===== src/rtl/ptimer_pkg.sv =====
// constants for the periodic timer block
package ptimer_pkg;
    localparam int          CNT_W          = 16;
    // register byte offsets
    localparam logic [7:0]  OFF_CTRL       = 8'h00;
    localparam logic [7:0]  OFF_MODE       = 8'h04;
    localparam logic [7:0]  OFF_CMP_A      = 8'h08;
    localparam logic [7:0]  OFF_CMP_P      = 8'h0C;
    localparam logic [7:0]  OFF_COUNT      = 8'h10;
    localparam logic [7:0]  OFF_FLAGS      = 8'h14;
    // control register fields
    localparam int          CTRL_EN_BIT    = 0;
    localparam int          CTRL_PAUSE_BIT = 1;
    localparam int          CTRL_CLK_LSB   = 4;
    // mode register fields
    localparam int          MODE_LSB       = 6;
    localparam int          PIN_ACT_LSB    = 4;
    localparam int          INIT_LVL_BIT   = 3;
    localparam int          INVERT_BIT     = 2;
    localparam int          CAP_SRC_BIT    = 1;
    localparam int          CLR_SEL_BIT    = 0;
    // flag register fields
    localparam int          FLAG_A_BIT     = 0;
    localparam int          FLAG_P_BIT     = 1;
    localparam logic [7:0]  MODE_RESET     = 8'h00;
    localparam logic [15:0] CMP_RESET      = 16'h0000;
    // timer clock prescale ratios
    localparam int          DIV_SYS4       = 4;
    localparam int          DIV_H16        = 16;
    localparam int          DIV_H64        = 64;
    localparam int          DIV_SUB        = 256;

    typedef enum logic [1:0] {
        MODE_COMPARE,
        MODE_CAPTURE,
        MODE_PWM,
        MODE_TIMER
    } op_mode_t;

    // pin-action codes in compare mode
    localparam logic [1:0]  ACT_NONE = 2'h0;
    localparam logic [1:0]  ACT_LOW  = 2'h1;
    localparam logic [1:0]  ACT_HIGH = 2'h2;
    localparam logic [1:0]  ACT_TOG  = 2'h3;
endpackage


===== src/rtl/ptimer.sv =====
// periodic 16-bit timer with compare-match output, APB registers
//
// Design decisions made here: the placing of the registers and register access over APB.
`timescale 1ns/1ns
// Function
// (RULE1) mode field: 00 compare, 01 capture, 10 pwm/single pulse, 11 timer
// (RULE2) compare mode A match: 00 none, 01 low, 10 high, 11 toggle
// (RULE3) pwm modes: 00 inactive, 01 active, 10 pwm, 11 single pulse
// (RULE4) capture: 00 rising, 01 falling, 10 both, 11 disabled
// (RULE5) output level bit: initial level in compare, active level in pwm
// (RULE6) invert bit inverts pin; no effect in timer mode
// (RULE7) capture source: pins when 0, external clock pin when 1
// (RULE8) clear select: 0 clears on P match or overflow, 1 on A match
// (RULE9) overflow clear only when compare P is zero
// (RULE10) clear select ignored in pwm, single pulse and capture
// (RULE11) clear-on-P in compare mode raises both A and P flags
// (RULE12) clear-on-A raises only the A flag, never P
// (RULE13) software must not set compare A to zero in compare mode
// (RULE14) pin changes only on A match, P match leaves it
// (RULE15) enable rising edge returns pin to initial level
// (RULE16) requested level equal to initial level gives no visible change
// (RULE17) timer mode counts like compare mode but releases the pin
// (RULE18) software should stop timer before changing mode
// (RULE19) software changes pin action in pwm only while stopped
// (RULE20) 16-bit up-counter compared against compare A and P
// (RULE21) enable rise zeroes counter; fall holds residual value
// (RULE22) flags set on match cycle, held until software clears
module ptimer
    import ptimer_pkg::*;
#(
    parameter int W = CNT_W
) (
    // clock and reset
    input  wire logic         clk_i,
    input  wire logic         sys_rst_i,
    // apb slave
    input  wire logic         psel_i,
    input  wire logic         penable_i,
    input  wire logic         pwrite_i,
    input  wire logic [7:0]   paddr_i,
    input  wire logic [31:0]  pwdata_i,
    output logic      [31:0]  prdata_o,
    output logic              pready_o,
    output logic              pslverr_o,
    // pins
    input  wire logic         external_clock_pin_i,
    input  wire logic         capture_input_pin_i,
    output logic              timer_output_pin_o,
    output logic              timer_output_pin_oe_o
);
    logic [7:0]   mode_q;
    logic         en_q;
    logic         pause_q;
    logic [2:0]   clk_sel_q;
    logic [W-1:0] cmp_a_q;
    logic [W-1:0] cmp_p_q;
    logic [W-1:0] cnt_q;
    logic         flag_a_q;
    logic         flag_p_q;
    logic         en_prev_q;
    logic         lvl_q;
    logic         pulse_q;
    logic [1:0]   xck_sync_q;
    logic [1:0]   cap_sync_q;
    logic         xck_prev_q;
    logic         cap_prev_q;
    logic [7:0]   div_q;

    op_mode_t     mode;
    logic [1:0]   act;
    logic         init_lvl;
    logic         wr;
    logic         rd;
    logic         en_rise;
    logic         tick;
    logic         match_a;
    logic         match_p;
    logic         clr_cnt;
    logic         cap_src;
    logic         cap_prev_src;
    logic         cap_evt;
    logic         sp_stop;
    logic         sp_start;
    logic         flag_clr_a;
    logic         flag_clr_p;
    logic         pin_lvl;

    assign mode     = op_mode_t'(mode_q[MODE_LSB +: 2]);         // [RULE1]
    assign act      = mode_q[PIN_ACT_LSB +: 2];
    assign init_lvl = mode_q[INIT_LVL_BIT];
    assign wr       = psel_i && penable_i && pwrite_i;
    assign rd       = psel_i && !penable_i && !pwrite_i;
    assign en_rise  = en_q && !en_prev_q;

    // pin inputs pass two flip-flops first
    always_ff @(posedge clk_i or posedge sys_rst_i) begin
        if (sys_rst_i) begin
            xck_sync_q <= 2'h0;
            cap_sync_q <= 2'h0;
            xck_prev_q <= 1'b0;
            cap_prev_q <= 1'b0;
        end else begin
            xck_sync_q <= {xck_sync_q[0], external_clock_pin_i};
            cap_sync_q <= {cap_sync_q[0], capture_input_pin_i};
            xck_prev_q <= xck_sync_q[1];
            cap_prev_q <= cap_sync_q[1];
        end
    end

    // prescaler for internal clock choices
    always_ff @(posedge clk_i or posedge sys_rst_i) begin
        if (sys_rst_i) begin
            div_q <= 8'h00;
        end else begin
            div_q <= div_q + 8'h01;
        end
    end

    always_comb begin
        unique case (clk_sel_q)
            3'h0:        tick = (div_q[1:0] == 2'((DIV_SYS4 - 1) & 3));
            3'h1:        tick = 1'b1;
            3'h2:        tick = (div_q[3:0] == 4'((DIV_H16 - 1) & 15));
            3'h3:        tick = (div_q[5:0] == 6'((DIV_H64 - 1) & 63));
            3'h4, 3'h5:  tick = (div_q == 8'((DIV_SUB - 1) & 255));
            3'h6:        tick = xck_sync_q[1] && !xck_prev_q;
            default:     tick = !xck_sync_q[1] && xck_prev_q;
        endcase
    end

    // full-width comparators, checked on counting ticks only
    assign match_a = en_q && !en_rise && !pause_q && tick && (cnt_q == cmp_a_q);  // [RULE20]
    assign match_p = en_q && !en_rise && !pause_q && tick && (cnt_q == cmp_p_q);  // [RULE20]

    always_comb begin
        unique case (mode)
            MODE_COMPARE, MODE_TIMER: begin
                if (mode_q[CLR_SEL_BIT]) begin                   // [RULE8] [RULE17]
                    clr_cnt = match_a;
                end else begin
                    clr_cnt = match_p && (cmp_p_q != '0);        // [RULE9]
                end
            end
            // clear select is ignored here
            MODE_CAPTURE: clr_cnt = match_p && (cmp_p_q != '0);  // [RULE10]
            MODE_PWM:     clr_cnt = (act != ACT_TOG) && match_p && (cmp_p_q != '0);  // [RULE10]
        endcase
    end

    // capture trigger
    assign cap_src      = mode_q[CAP_SRC_BIT] ? xck_sync_q[1] : cap_sync_q[1];  // [RULE7]
    assign cap_prev_src = mode_q[CAP_SRC_BIT] ? xck_prev_q : cap_prev_q;
    always_comb begin
        cap_evt = 1'b0;
        if (mode == MODE_CAPTURE && en_q) begin
            unique case (act)                                    // [RULE4]
                2'h0:    cap_evt = cap_src && !cap_prev_src;
                2'h1:    cap_evt = !cap_src && cap_prev_src;
                2'h2:    cap_evt = cap_src != cap_prev_src;
                default: cap_evt = 1'b0;
            endcase
        end
    end

    // single pulse: A match stops it, external edge starts it
    assign sp_stop  = mode == MODE_PWM && act == ACT_TOG && match_a;
    assign sp_start = mode == MODE_PWM && act == ACT_TOG && !en_q
                      && xck_sync_q[1] && !xck_prev_q;

    // counter
    always_ff @(posedge clk_i or posedge sys_rst_i) begin
        if (sys_rst_i) begin
            cnt_q <= '0;
        end else if (en_rise) begin
            cnt_q <= '0;                                         // [RULE21]
        end else if (en_q && !pause_q && tick) begin
            cnt_q <= clr_cnt ? '0 : cnt_q + 1'b1;                // [RULE9]
        end
    end

    // enable history for the rising-edge detect
    always_ff @(posedge clk_i or posedge sys_rst_i) begin
        if (sys_rst_i) begin
            en_prev_q <= 1'b0;
        end else begin
            en_prev_q <= en_q;
        end
    end

    assign flag_clr_a = wr && paddr_i == OFF_FLAGS && pwdata_i[FLAG_A_BIT];
    assign flag_clr_p = wr && paddr_i == OFF_FLAGS && pwdata_i[FLAG_P_BIT];

    // sticky flags, write one clears, a new match wins over the clear
    always_ff @(posedge clk_i or posedge sys_rst_i) begin
        if (sys_rst_i) begin
            flag_a_q <= 1'b0;
            flag_p_q <= 1'b0;
        end else begin
            if (match_a || cap_evt) begin
                flag_a_q <= 1'b1;                                // [RULE22] [RULE11]
            end else if (flag_clr_a) begin
                flag_a_q <= 1'b0;
            end
            // no p flag when the counter clears on A
            if (match_p && !((mode == MODE_COMPARE || mode == MODE_TIMER)
                             && mode_q[CLR_SEL_BIT])) begin
                flag_p_q <= 1'b1;                                // [RULE12] [RULE22]
            end else if (flag_clr_p) begin
                flag_p_q <= 1'b0;
            end
        end
    end

    // compare-mode output level before polarity
    always_ff @(posedge clk_i or posedge sys_rst_i) begin
        if (sys_rst_i) begin
            lvl_q <= 1'b0;
        end else if (en_rise || mode != MODE_COMPARE && !en_q) begin
            lvl_q <= init_lvl;                                   // [RULE15] [RULE5]
        end else if (mode == MODE_COMPARE && match_a) begin     // [RULE14]
            unique case (act)                                    // [RULE2]
                ACT_NONE: lvl_q <= lvl_q;
                ACT_LOW:  lvl_q <= 1'b0;                         // [RULE16]
                ACT_HIGH: lvl_q <= 1'b1;                         // [RULE16]
                ACT_TOG:  lvl_q <= !lvl_q;
            endcase
        end
    end

    // pwm active phase: counter below compare A, or the whole period when compare A is at or above a nonzero compare P
    always_comb begin
        pin_lvl = lvl_q;
        if (mode == MODE_PWM) begin
            unique case (act)                                    // [RULE3]
                2'h0:    pin_lvl = !init_lvl;
                2'h1:    pin_lvl = init_lvl;
                default: pin_lvl = pulse_q ? init_lvl : !init_lvl;  // [RULE5]
            endcase
        end
    end

    always_ff @(posedge clk_i or posedge sys_rst_i) begin
        if (sys_rst_i) begin
            pulse_q <= 1'b0;
        end else if (act == ACT_TOG) begin
            pulse_q <= en_q && !sp_stop;
        end else begin
            pulse_q <= en_q && (cnt_q < cmp_a_q || cmp_a_q >= cmp_p_q && cmp_p_q != '0);
        end
    end

    // pin driver; timer mode releases the pin
    always_ff @(posedge clk_i or posedge sys_rst_i) begin
        if (sys_rst_i) begin
            timer_output_pin_o    <= 1'b0;
            timer_output_pin_oe_o <= 1'b0;
        end else begin
            timer_output_pin_o    <= pin_lvl ^ mode_q[INVERT_BIT];   // [RULE6]
            timer_output_pin_oe_o <= mode == MODE_COMPARE || mode == MODE_PWM;  // [RULE17]
        end
    end

    // compare A; a capture wins over a software write
    always_ff @(posedge clk_i or posedge sys_rst_i) begin
        if (sys_rst_i) begin
            cmp_a_q <= CMP_RESET;
        end else if (cap_evt) begin
            cmp_a_q <= cnt_q;
        end else if (wr && paddr_i == OFF_CMP_A) begin
            cmp_a_q <= pwdata_i[W-1:0];
        end
    end

    always_ff @(posedge clk_i or posedge sys_rst_i) begin
        if (sys_rst_i) begin
            cmp_p_q <= CMP_RESET;
        end else if (wr && paddr_i == OFF_CMP_P) begin
            cmp_p_q <= pwdata_i[W-1:0];
        end
    end

    always_ff @(posedge clk_i or posedge sys_rst_i) begin
        if (sys_rst_i) begin
            mode_q <= MODE_RESET;
        end else if (wr && paddr_i == OFF_MODE) begin
            mode_q <= pwdata_i[7:0];
        end
    end

    always_ff @(posedge clk_i or posedge sys_rst_i) begin
        if (sys_rst_i) begin
            pause_q   <= 1'b0;
            clk_sel_q <= 3'h0;
        end else if (wr && paddr_i == OFF_CTRL) begin
            pause_q   <= pwdata_i[CTRL_PAUSE_BIT];
            clk_sel_q <= pwdata_i[CTRL_CLK_LSB +: 3];
        end
    end

    // single pulse may flip enable behind software's back
    always_ff @(posedge clk_i or posedge sys_rst_i) begin
        if (sys_rst_i) begin
            en_q <= 1'b0;
        end else if (sp_stop) begin
            en_q <= 1'b0;
        end else if (sp_start) begin
            en_q <= 1'b1;
        end else if (wr && paddr_i == OFF_CTRL) begin
            en_q <= pwdata_i[CTRL_EN_BIT];
        end
    end

    // apb answer: no wait state, ready registered from the setup phase
    always_ff @(posedge clk_i or posedge sys_rst_i) begin
        if (sys_rst_i) begin
            pready_o  <= 1'b0;
            pslverr_o <= 1'b0;
        end else begin
            pready_o  <= psel_i && !penable_i;
            pslverr_o <= psel_i && !penable_i && !(paddr_i inside
                         {OFF_CTRL, OFF_MODE, OFF_CMP_A, OFF_CMP_P, OFF_COUNT, OFF_FLAGS});
        end
    end

    // read data latched in setup, held until the next read
    always_ff @(posedge clk_i or posedge sys_rst_i) begin
        if (sys_rst_i) begin
            prdata_o <= 32'h0000_0000;
        end else if (rd) begin
            unique case (paddr_i)
                OFF_CTRL:  prdata_o <= {24'h0, 1'b0, clk_sel_q, 2'h0, pause_q, en_q};
                OFF_MODE:  prdata_o <= {24'h0, mode_q};
                OFF_CMP_A: prdata_o <= {16'h0, cmp_a_q};
                OFF_CMP_P: prdata_o <= {16'h0, cmp_p_q};
                OFF_COUNT: prdata_o <= {16'h0, cnt_q};
                OFF_FLAGS: prdata_o <= {30'h0, flag_p_q, flag_a_q};
                default:   prdata_o <= 32'h0000_0000;
            endcase
        end
    end
endmodule // ptimer


===== config.mk =====
export PLATFORM = sky130hd
export DESIGN_NAME = ptimer
export DESIGN_NICKNAME = d
export VERILOG_FILES = /design/src/rtl/ptimer_pkg.sv /design/src/rtl/ptimer.sv
export SDC_FILE = /design/constraint.sdc
export NUM_CORES = 1
export LEC_CHECK = 0
export ABC_AREA = 1
export BUFFER_PORTS_ARGS = -buffer_cell sky130_fd_sc_hd__clkbuf_2
export CAP_MARGIN = 20
export CORE_ASPECT_RATIO = 1.75
export CORE_MARGIN = 4
export CORE_UTILIZATION = 55
export CTS_CLUSTER_DIAMETER = 120
export DETAILED_ROUTE_END_ITERATION = 8
export PLACE_DENSITY = 0.76
export SYNTH_ARGS = -nofsm -noshare
export SYNTH_HDL_FRONTEND = slang
export SYNTH_SLANG_ARGS = --single-unit

===== constraint.sdc =====
create_clock -name clk_i -period 6.1 [get_ports clk_i]
set_input_delay 0.305 -clock clk_i [delete_from_list [all_inputs] [get_ports clk_i]]
set_output_delay 0.305 -clock clk_i [all_outputs]
set_load 0.01 [all_outputs]

# --- Word-level counts from Yosys, hierarchy flattened ---
# Cells that the tools add are included.
# W data, S select, Z words.
totals:
  register_bits: 116
  in_bits: 47
  output_inout_bits: 36
  elab_cells: 156
op_classes:
  addsub: 2
  order_cmp: 2
  eq_ne: 26
  n_mux: 27
  n_bitwise: 1
  reduce_logical: 76
ops:
  columns: ["cell", "count"]
  rows:
  - ["$pmux W16 S6", 1]
  - ["$mux W16", 5]
  - ["$logic_and A1 B1 Y1", 40]
  - ["$eq A16 B16 Y1", 2]
  - ["$add A16 B1 Y16 const B", 1]
  - ["$eq A8 B4 Y1 const B", 2]
  - ["$eq A8 B5 Y1 const B", 2]
  - ["$ge A16 B16 Y1", 1]
  - ["$lt A16 B16 Y1", 1]
  - ["$mux W1", 16]
  - ["$reduce_bool A16 Y1", 1]
  - ["$logic_not A1 Y1", 15]
  - ["$reduce_bool A2 Y1", 6]
  - ["$eq A2 B2 Y1 const B", 5]
  - ["$eq A3 B3 Y1 const B", 3]
  - ["$pmux W1 S3", 3]
  - ["$add A8 B1 Y8 const B", 1]
  - ["$eq A8 B3 Y1 const B", 1]
  - ["$eq A8 B8 Y1 const B", 1]
  - ["$logic_not A8 Y1", 1]
  - ["$eq A3 B2 Y1 const B", 2]
  - ["$eq A6 B6 Y1 const B", 1]
  - ["$pmux W1 S6", 1]
  - ["$reduce_bool A6 Y1", 1]
  - ["13 further kinds", 21]

# --- Longest topological paths before layout ---
# Gate-level depths: netlist (run 1).
depth:
  depth_word: 13
  ltp_mapped: 14

# --- Worst setup path after synthesis (run 1) ---
# OpenSTA, ideal clock, no wires.
synth_path:
  kind: "flip-flop to flip-flop"
  from: "reg cnt_q[15]"
  to: "reg cnt_q[6]"
  t_arrival_ps: 1768
  path_slack_ps: 4215
  path_stages_with_launch: 13
  synth_period_minus_slack_ps: 1885
  path_cell_list: "dfrtp_1 > ha_1 > nand2_1 > inv_2 > nand3_2 > or2_4 > nor2_4 > nand3_2 > a21oi_2 > nand2_2 > buf_6 > nand2_1 > nand2_1"
synth_via:
  elab_chain_len: 8
  word_cells_on_any_way: 12
  cone_classes: "eq/ne: 2; mux: 5; reduce/logical: 5"
synth_lines:
  columns: ["item", "line", "text"]
  rows:
  - ["start, declared", "ptimer.sv:57", "logic [W-1:0] cnt_q;"]
  - ["start signal, assigned", "ptimer.sv:177", "cnt_q <= clr_cnt ? '0 : cnt_q + 1'b1;"]
  - ["$eq A16 B16 Y1", "ptimer.sv:133", "assign match_p = en_q && !en_rise && !pause_q && tick && (cnt_q == cmp_p_q);"]
  - ["$logic_and A1 B1 Y1", "ptimer.sv:133", null]
  - ["$logic_and A1 B1 Y1, on equally long branches", "ptimer.sv:141, ptimer.sv:145, ptimer.sv:146", null]
  - ["$mux W1 / $logic_and A1 B1 Y1 (equally long branches)", "ptimer.sv:138, ptimer.sv:146", null]
  - ["$pmux W1 S3 (*)", "ptimer.sv:136", "unique case (mode)"]
  - ["$mux W16 (*)", "ptimer.sv:177", null]
  - ["$mux W16 (*)", "ptimer.sv:176", "end else if (en_q && !pause_q && tick) begin"]
  - ["$mux W16 (*)", "ptimer.sv:174", "end else if (en_rise) begin"]
# Mark *: on every way between the ends. The rest lies on a longest branch, timed or not. The select of a mux whose other input is x is not followed.
# A chain may end at the register's enable or synchronous reset.

# --- Worst setup path after layout (run 1) ---
layout_path:
  from: "reg mode_q[1]"
  to: "reg cmp_a_q[12]"
layout_via:
  elab_chain_len: 6
  word_cells_on_any_way: 11
  cone_classes: "eq/ne: 1; mux: 5; reduce/logical: 5"
layout_lines:
  columns: ["item", "line", "text"]
  rows:
  - ["start, declared", "ptimer.sv:51", "logic [7:0] mode_q;"]
  - ["start signal, assigned", "ptimer.sv:286", "mode_q <= pwdata_i[7:0];"]
  - ["$mux W1, on equally long branches", "ptimer.sv:151, ptimer.sv:152", null]
  - ["$logic_not A1 Y1, on equally long branches", "ptimer.sv:158, ptimer.sv:157", null]
  - ["$logic_and A1 B1 Y1, on equally long branches", "ptimer.sv:158, ptimer.sv:157", null]
  - ["$pmux W1 S3 (*)", "ptimer.sv:156", "unique case (act)"]
  - ["$mux W1 (*)", "ptimer.sv:155", "if (mode == MODE_CAPTURE && en_q) begin"]
  - ["$mux W16 / $reduce_bool A2 Y1 (equally long branches)", null, null]
  - ["end signal, assigned", "ptimer.sv:268", "cmp_a_q <= cnt_q;"]
  - ["end signal, assigned", "ptimer.sv:270", "cmp_a_q <= pwdata_i[W-1:0];"]
  - ["end, declared", "ptimer.sv:55", "logic [W-1:0] cmp_a_q;"]
# Mark *: on every way between the ends. The rest lies on a longest branch, timed or not.

==> metrics.json, run 1 <==
{
  "drt-pass1-iter-count": 5,
  "yosys.cell_types.count": 41,
  "worstSetupPathType": "reg2reg",
  "rows": 51,
  "post_synth_main_area_contributors": "dfrtp_1, nand2_1, ha_1, inv_1, nor2_1",
  "drive_gt1_share_pct": 11.2,
  "cts-root-to-sink-buffers": 2,
  "largest_net_degree_at_the_start_of_global_routing": 55,
  "synthFlopType": "dfrtp_1",
  "wl_per_cell_um": 18.1,
  "worst_setup_path_startpoint": "mode_q[1]$_DFFE_PP0P_",
  "timing.critical_path.cells": "o21ai_0 > inv_1 > ha_1 > o211ai_1 > nand2_2 > nand3_2 > o22ai_1 > a31oi_1",
  "clock_tree_from_tritoncts": "done",
  "initial_core_util_pct": 56.0,
  "gates_resized_cts_repair": 0,
  "synth.yosys.seq_area_share_pct": 40.5,
  "synth-async-reset-ratio_pct": 100,
  "synthDominantCellAreaShare_pct": 40.5,
  "grt_first_pass_wirelength_mm": 28.2,
  "period_share_pct": 45.3,
  "worst_relative_slew_slack_pct": 54.0,
  "clock_tree.htree_level_count": 3,
  "overall_power_w": 0.00133,
  "post_synth_and_or_nand_nor_area_fraction_pct": 23.9,
  "outcome": "completed",
  "post_synth_fa_ha_maj_area_fraction_pct": 8.10,
  "cts.reportedPaths.clkPinSlew_ns": 0.07,
  "leakage_nw": 3.38,
  "postSynthRegisterBits": 100,
  "worstPathBufferInverterCount": 1,
  "number_of_vias_per_cell_after_detailed_routing": 5.72,
  "synth_top_cell_by_area": "dfrtp_1",
  "detail_route.drc_violations": 0,
  "worst_path_dominant_cell_family": "simple AND/OR/NAND/NOR gates",
  "area_delta_synth_final_pct": 8.58,
  "io_buffers": 50,
  "startpoint_class": "register",
  "synth_enable_flop_cells": 0,
  "cp_slowest_cell": "nand3_2",
  "global_route_congestion_overflow_total": 0,
  "clk_root_buffer_cell": "clkbuf_16",
  "tritoncts.num_buffers": 9,
  "tritoncts_sinks": 100,
  "via_count": 5578,
  "synthesis.instances": 800,
  "height_of_the_die_um": 148,
  "finish.net_count": 925,
  "diodes": 0,
  "syn-cell-area_mm2": 0.00618,
  "finalWeightedCongestion": 1.01,
  "setup_repair_after_global_routing_missed_its_margin": "no",
  "die_area_mm2": 0.0131,
  "crit_path_end_kind": "register",
  "synth_top_family_by_area": "simple AND/OR/NAND/NOR gates",
  "boundaryPins": 83,
  "postSynthAreaPerCell_um2": 7.73,
  "fin_crit_ns": 2.76,
  "grt_pass1_vias": 5564,
  "highest_attainable_clock_frequency_mhz": 362,
  "drv_slew": 0,
  "max_cap_violations": 0,
  "synth_area_in_xor_xnor_pct": 3.83,
  "report.final.hold_viol_count": 0,
  "synth-compound-area-share_pct": 13.1,
  "muxShareOfSynthArea_pct": 0,
  "detail_route.iter0.violations": 396,
  "setup-tns-final_ns": 0,
  "setup_violations": 0,
  "timing.critical_path.slowest_cell_delay_ns": 0.56,
  "crit_required_ns": 6.29,
  "number_of_warning_messages_in_the_yosys_log": 0,
  "vdd_drop_max_uv": 181,
  "worst_r2r_startpoint": "mode_q[1]$_DFFE_PP0P_",
  "dp_hpwl_mm": 13.6,
  "worst_skew_pair.late_latency_ns": 0.35,
  "die_width_um": 88.1,
  "antenna_found_initial": 0,
  "place_area_mm2": 0.00640,
  "finClkSkew_ns": 0.00825,
  "post_cts_hold_buffer_count": 0,
  "postRouteAntennaNets": 0,
  "worst_path_maximum_fanout": 28,
  "timing.critical_path.arrival_ns": 2.95,
  "cts_setup_buffers": 0,
  "postLayoutCellArea_mm2": 0.00671,
  "min-delay-path-class": "in2async",
  "fp.coreArea_mm2": 0.0110,
  "total_wire_length_after_detailed_routing_mm": 17.6,
  "global_route.usage.total_pct": 28.2,
  "worst-slew-pin-transition_ns": 0.689,
  "layout_commonest_cell": "nand2_1",
  "mostFrequentLayoutCells": "nand2_1, dfrtp_1, inv_1, nor2_1, o21ai_0",
  "p_per_area_mw_per_mm2": 199
}
-- per-layer routing --
layer / GRT usage [%] / vias to the layer above / share of wire, %
met5: 0 / - / 0
met4: 14.9 / 0 / 5.2
met3: 3.60 / 55 / 4.9
met2: 49.4 / 208 / 52
met1: 32.8 / 2668 / 38
li1: - / 2647 / -
-- report_power, final --
group,leakage [nW],total (W),internal (W),switching (W)
registers,1.30,0.000682,0.000673,0.00000849
clock network,0.142,0.000563,0.000296,0.000267
logic,1.94,0.0000906,0.0000288,0.0000618
total,3.38,0.00133,0.000998,0.000337
-- synth_stat cells, types with 2 or more instances --
library cell	instances
a31oi_1	9
buf_4	22
a21oi_1	36
nand2_2	7
buf_6	2
nand2_1	194
o21a_1	3
nor4_1	6
dfrtp_1	100
ha_1	40
nand3_1	26
xor2_1	14
buf_2	8
and3_1	2
nor2_2	2
clkbuf_1	7
nor3_2	2
nor2_4	2
nand3_2	4
o21ai_0	54
o22ai_1	27
nor3_1	14
inv_2	4
xnor2_1	13
o211ai_1	2
inv_1	100
o221ai_1	3
nand4_1	10
nor2_1	75
-- cell type report --
class | count | area [um2]
Clock buffer | 10 | 239
Clock inverter | 6 | 53.8
Fill cell | 1026 | 4330
Inverter | 104 | 393
Multi-Input combinational cell | 571 | 3090
Sequential cell | 100 | 2500
Tap cell | 132 | 165
Timing Repair Buffer | 52 | 273
-- flip-flops by register name, summed over array words and instances (netlist names) --
signal / cells
en_q: 1
cap_prev_q: 1
xck_sync_q: 2
flag_p_q: 1
clk_sel_q: 3
pslverr_o: 1
mode_q: 8
xck_prev_q: 1
lvl_q: 1
cnt_q: 16
en_prev_q: 1
prdata_o: 16
cmp_a_q: 16
pulse_q: 1
flag_a_q: 1
timer_output_pin_o: 1
pready_o: 1
div_q: 8
cmp_p_q: 16
cap_sync_q: 2
pause_q: 1
timer_output_pin_oe_o: 1
-- cell families (layout without fill, tap and decap cells) --
logic type	Yosys count	after routing
AO/OA/AOI/OAI	142	142
XOR/XNOR	27	27
adder cells (fa/ha/maj)	40	40
buffers and inverters	144	172
flip-flops	100	100
other	1	16
AND/OR/NAND/NOR	346	346
-- metrics by stage --
stage | setup WS (ns) | util [%] | hold slack [ns] | cells
6_report | 3.34 | 60.8 | 0.0101 | 975
5_1_grt | 3.09 | 60.8 | 0.0515 | 975
4_1_cts | 3.35 | 60.7 | 0.0329 | 974
3_5_place_dp | 3.16 | 58.0 | 0.339 | 958
3_3_place_gp | 3.27 | 58.0 | 0.343 | 958
2_1_floorplan | 3.18 | - | 0.331 | 815
-- final timing paths --
check	endpoint	slack (ns)	cells past startpoint
max in group asynchronous	cmp_a_q[1]$_DFFE_PP0P_	4.96	3
worst min register to register	xck_sync_q[1]$_DFF_PP0_	0.35	0
min in group clk_i	cap_sync_q[0]$_DFF_PP0_	0.06	1
worst max register to register	cmp_a_q[12]$_DFFE_PP0P_	3.34	8
worst max-delay path	cmp_a_q[12]$_DFFE_PP0P_	3.34	8
worst min-delay path	prdata_o[2]$_DFFE_PP0P_	0.01	2
No activity file was read; power rests on OpenSTA's default activity.
==> inputs of run 2 (changes only) <==
--- a/config.mk
+++ b/config.mk
@@ -5,7 +5,7 @@
 export SDC_FILE = /design/constraint.sdc
 export NUM_CORES = 1
 export LEC_CHECK = 0
-export ABC_AREA = 1
+export ABC_AREA = 0
 export BUFFER_PORTS_ARGS = -buffer_cell sky130_fd_sc_hd__clkbuf_2
 export CAP_MARGIN = 20
 export CORE_ASPECT_RATIO = 1.75
==> constraint.sdc (replaced) <==
create_clock -name clk_i -period 2.7 [get_ports clk_i]
set_input_delay 0.135 -clock clk_i [delete_from_list [all_inputs] [get_ports clk_i]]
set_output_delay 0.135 -clock clk_i [all_outputs]
set_load 0.01 [all_outputs]
==> metrics.json, run 2 <==
{
  "global_route_congestion_overflow_total": {"value": 0, "change": "unchanged"},
  "hold-path-endpoint": "cmp_p_q[10]$_DFFE_PP0P_",
  "clock_tree_from_tritoncts": "done",
  "cts.reportedPaths.clkPinSlew": {"value": 0.07, "unit": "ns", "change": "about the same"},
  "worst_path_dominant_cell_family": "simple AND/OR/NAND/NOR gates",
  "timing.critical_path.cells": "ha_1 > nand4_1 > nor4_1 > a32oi_1 > buf_4 > a31oi_1 > a31oi_1",
  "highest_attainable_clock_frequency": {"value": 403, "unit": "MHz", "change": "+11%"},
  "postRouteAntennaNets": {"value": 0, "change": "unchanged"},
  "gates_resized_cts_repair": {"value": 0, "change": "unchanged"},
  "via_count": {"value": 4974, "change": "-11%"},
  "setup_violations": {"value": 0, "change": "unchanged"},
  "fillers": {"value": 892, "change": "-13%"},
  "finish.net_count": {"value": 752, "change": "-19%"},
  "synth.yosys.seq_area_share": {"value": 41.3, "unit": "%", "change": "+0.84 points"},
  "detail_route.iter0.violations": {"value": 325, "change": "-18%"},
  "synth_top_cell_by_area": "dfrtp_1",
  "worst_hold_path.num_cells": 2,
  "wl_per_cell": {"value": 20.3, "unit": "um", "change": "+12%"},
  "footprint_of_the_multi_input_gates": {"value": 0.00315, "unit": "mm2", "change": "+2.1%"},
  "startpoint_class": "register",
  "layout_commonest_cell": "dfrtp_1",
  "setup-tns-final": {"value": 0, "unit": "ns", "change": "unchanged"},
  "outcome": "completed",
  "finClkSkew": {"value": 0.00792, "unit": "ns", "change": "-0.000331 ns"},
  "worst_skew_pair.late_latency": {"value": 0.35, "unit": "ns", "change": "about the same"},
  "period_share": {"value": 91.9, "unit": "%", "change": "+47 points"},
  "finalWeightedCongestion": {"value": 0.953, "change": "-5.6%"},
  "drt-pass1-iter-count": {"value": 6, "change": "+1"},
  "postSynthRegisterBits": {"value": 100, "change": "unchanged"},
  "tritoncts.num_buffers": {"value": 9, "change": "unchanged"},
  "worst_relative_slew_slack": {"value": 49.6, "unit": "%", "change": "-4.5 points"},
  "largest_net_degree_at_the_start_of_global_routing": {"value": 45, "change": "-18%"},
  "leakage": {"value": 3.09, "unit": "nW", "change": "-8.7%"},
  "worstPathBufferInverterCount": {"value": 1, "change": "unchanged"},
  "synthDominantCellAreaShare": {"value": 41.3, "unit": "%", "change": "+0.84 points"},
  "crit_path_end_kind": "register",
  "number_of_warning_messages_in_the_yosys_log": {"value": 0, "change": "unchanged"},
  "worstRegToRegCells": {"value": 7, "change": "-1"},
  "clock_tree.htree_level_count": {"value": 3, "change": "unchanged"},
  "p_per_area": {"value": 585, "unit": "mW/mm2", "change": "+190%"},
  "initial_core_util": {"value": 56.3, "unit": "%", "change": "+0.29 points"},
  "vdd_drop_max": {"value": 470, "unit": "uV", "change": "+160%"},
  "height_of_the_die": {"value": 147, "unit": "um", "change": "-0.96%"},
  "worst_r2r_startpoint": "cnt_q[13]$_DFFE_PP0P_",
  "reg2reg_slack": {"value": 0.22, "unit": "ns", "change": "-3.12 ns"},
  "worst_path_maximum_fanout": {"value": 30, "change": "+7.1%"},
  "clk_root_buffer_cell": "clkbuf_16",
  "report.final.hold_viol_count": {"value": 0, "change": "unchanged"},
  "setup_repair_after_global_routing_missed_its_margin": "no",
  "dp_hpwl": {"value": 12.2, "unit": "mm", "change": "-9.8%"},
  "fp.coreArea": {"value": 0.0108, "unit": "mm2", "change": "-2.5%"},
  "total_wire_length_after_detailed_routing": {"value": 16.3, "unit": "mm", "change": "-7.8%"},
  "io_buffers": {"value": 50, "change": "unchanged"},
  "fin_crit": {"value": 2.48, "unit": "ns", "change": "-0.282 ns"},
  "cp_slowest_cell": "nor4_1",
  "boundaryPins": {"value": 83, "change": "unchanged"},
  "netlist_top_cells_count": "dfrtp_1, inv_1, nand2_1",
  "synth_enable_flop_cells": {"value": 0, "change": "unchanged"},
  "die_area": {"value": 0.0128, "unit": "mm2", "change": "-1.9%"},
  "max_cap_violations": {"value": 0, "change": "unchanged"},
  "worstSetupPathType": "reg2reg",
  "timing.critical_path.slowest_cell_delay": {"value": 0.56, "unit": "ns", "change": "about the same"},
  "post_synth_main_area_contributors": "dfrtp_1, ha_1, mux2_2, mux2i_1, a31oi_1",
  "synthesis.instances": {"value": 621, "change": "-22%"},
  "syn-cell-area": {"value": 0.00606, "unit": "mm2", "change": "-2.0%"},
  "overall_power": {"value": 0.00393, "unit": "W", "change": "+190%"},
  "grt_first_pass_wirelength": {"value": 25.9, "unit": "mm", "change": "-8.2%"},
  "timing.critical_path.arrival": {"value": 2.69, "unit": "ns", "change": "-0.26 ns"},
  "crit_required": {"value": 2.91, "unit": "ns", "change": "-3.38 ns"},
  "mostFrequentLayoutCells": "dfrtp_1, clkbuf_2, inv_1, nand2_1, ha_1",
  "antenna_found_initial": {"value": 0, "change": "unchanged"},
  "area_delta_synth_final_pct": 11.0,
  "grt_pass1_vias": {"value": 5046, "change": "-9.3%"},
  "min-delay-path-class": "in2reg",
  "yosys.cell_types.count": {"value": 59, "change": "+44%"},
  "drive_gt1_share": {"value": 18.2, "unit": "%", "change": "+7.1 points"},
  "sequential_cell_area": {"value": 0.00250, "unit": "mm2", "change": "unchanged"},
  "postSynthAreaPerCell": {"value": 9.75, "unit": "um2", "change": "+26%"},
  "synth_most_common_cell": "dfrtp_1",
  "detail_route.drc_violations": {"value": 0, "change": "unchanged"},
  "die_width": {"value": 87.3, "unit": "um", "change": "-0.92%"},
  "diodes": {"value": 0, "change": "unchanged"},
  "global_route.usage.total": {"value": 26.3, "unit": "%", "change": "-1.9 points"},
  "fin_worst_hold_slack": {"value": 0.0347, "unit": "ns", "change": "+0.0246 ns"},
  "tritoncts_sinks": {"value": 100, "change": "unchanged"},
  "rows": {"value": 50, "change": "-2.0%"},
  "worst_r2r_endpoint": "cnt_q[6]$_DFFE_PP0P_",
  "number_of_vias_per_cell_after_detailed_routing": {"value": 6.22, "change": "+8.7%"},
  "drv_slew": {"value": 0, "change": "unchanged"},
  "post_cts_hold_buffer_count": {"value": 3, "change": "+3"},
  "synthFlopType": "dfrtp_1",
  "synth-async-reset-ratio": {"value": 100, "unit": "%", "change": "unchanged"},
  "cts-root-to-sink-buffers": {"value": 2, "change": "unchanged"},
  "worst-slew-pin-transition": {"value": 0.755, "unit": "ns", "change": "+0.0656 ns"},
  "worst_path_most_repeated_cell": "a31oi_1",
  "worst_hold_startpoint": "pwdata_i[10]",
  "cts_setup_buffers": {"value": 0, "change": "unchanged"}
}
==> run 2: routing by layer <==
layer  vias to the layer above  share of wire [%]  GRT usage [%]
met4                         0                5.8           16.5
met3                        60                5.1           4.66
met2                       196                 52           45.4
met1                      2432                 37           28.8
li1                       2286                  -              -
met5                         -                  0              0
==> run 2: report_power, final <==
group | switching (W) | internal [W] | leakage (nW)
Clock | 0.000575 | 0.000771 | 0.142
Sequential | 0.000166 | 0.00163 | 1.22
Combinational | 0.000458 | 0.000329 | 1.72
==> run 2: cells by family after synthesis <==
group / synth area share (%)
DFF: 41.3
AOI/OAI and AO/OA: 15.2
adders and majority gates: 8.26
and+or+nand+nor: 14.9
buffers and inverters: 7.60
other: 0.0619
xor gates and xnor gates: 3.47
muxes: 9.13
==> run 2: worst max-delay path by stage <==
stage | end | from | slack, ns | depth (start not counted)
floorplan | cmp_a_q[0]$_DFFE_PP0P_ | mode_q[1]$_DFFE_PP0P_ | 0.74 | 10
detailed placement | cnt_q[6]$_DFFE_PP0P_ | cnt_q[13]$_DFFE_PP0P_ | 0.32 | 7
finish | cnt_q[6]$_DFFE_PP0P_ | cnt_q[13]$_DFFE_PP0P_ | 0.22 | 7
global route | cnt_q[14]$_DFFE_PP0P_ | cnt_q[0]$_DFFE_PP0P_ | 0.17 | 8
global placement | cnt_q[13]$_DFFE_PP0P_ | cnt_q[13]$_DFFE_PP0P_ | 0.38 | 7
CTS | cnt_q[6]$_DFFE_PP0P_ | cnt_q[13]$_DFFE_PP0P_ | 0.29 | 7
==> run 2: per-stage QoR <==
step | setup slack [ns] | cells | cell area (um2) | utilization (%)
final | 0.220 | 800 | 6720 | 62.5
after global routing | 0.166 | 800 | 6720 | 62.5
after CTS | 0.291 | 800 | 6720 | 62.5
after global placement | 0.382 | 781 | 6390 | 59.4
after detailed placement | 0.324 | 781 | 6390 | 59.4
after floorplan | 0.741 | 636 | 6120 | -
==> run 2: area by class of cell <==
type	instances	area share (%)
tap	130	2.42
multi-input combinational	436	46.9
timing repair buffer	69	6.14
sequential	100	37.2
clock inverter	3	0.670
inverter	49	2.79
clock buffer	13	3.87
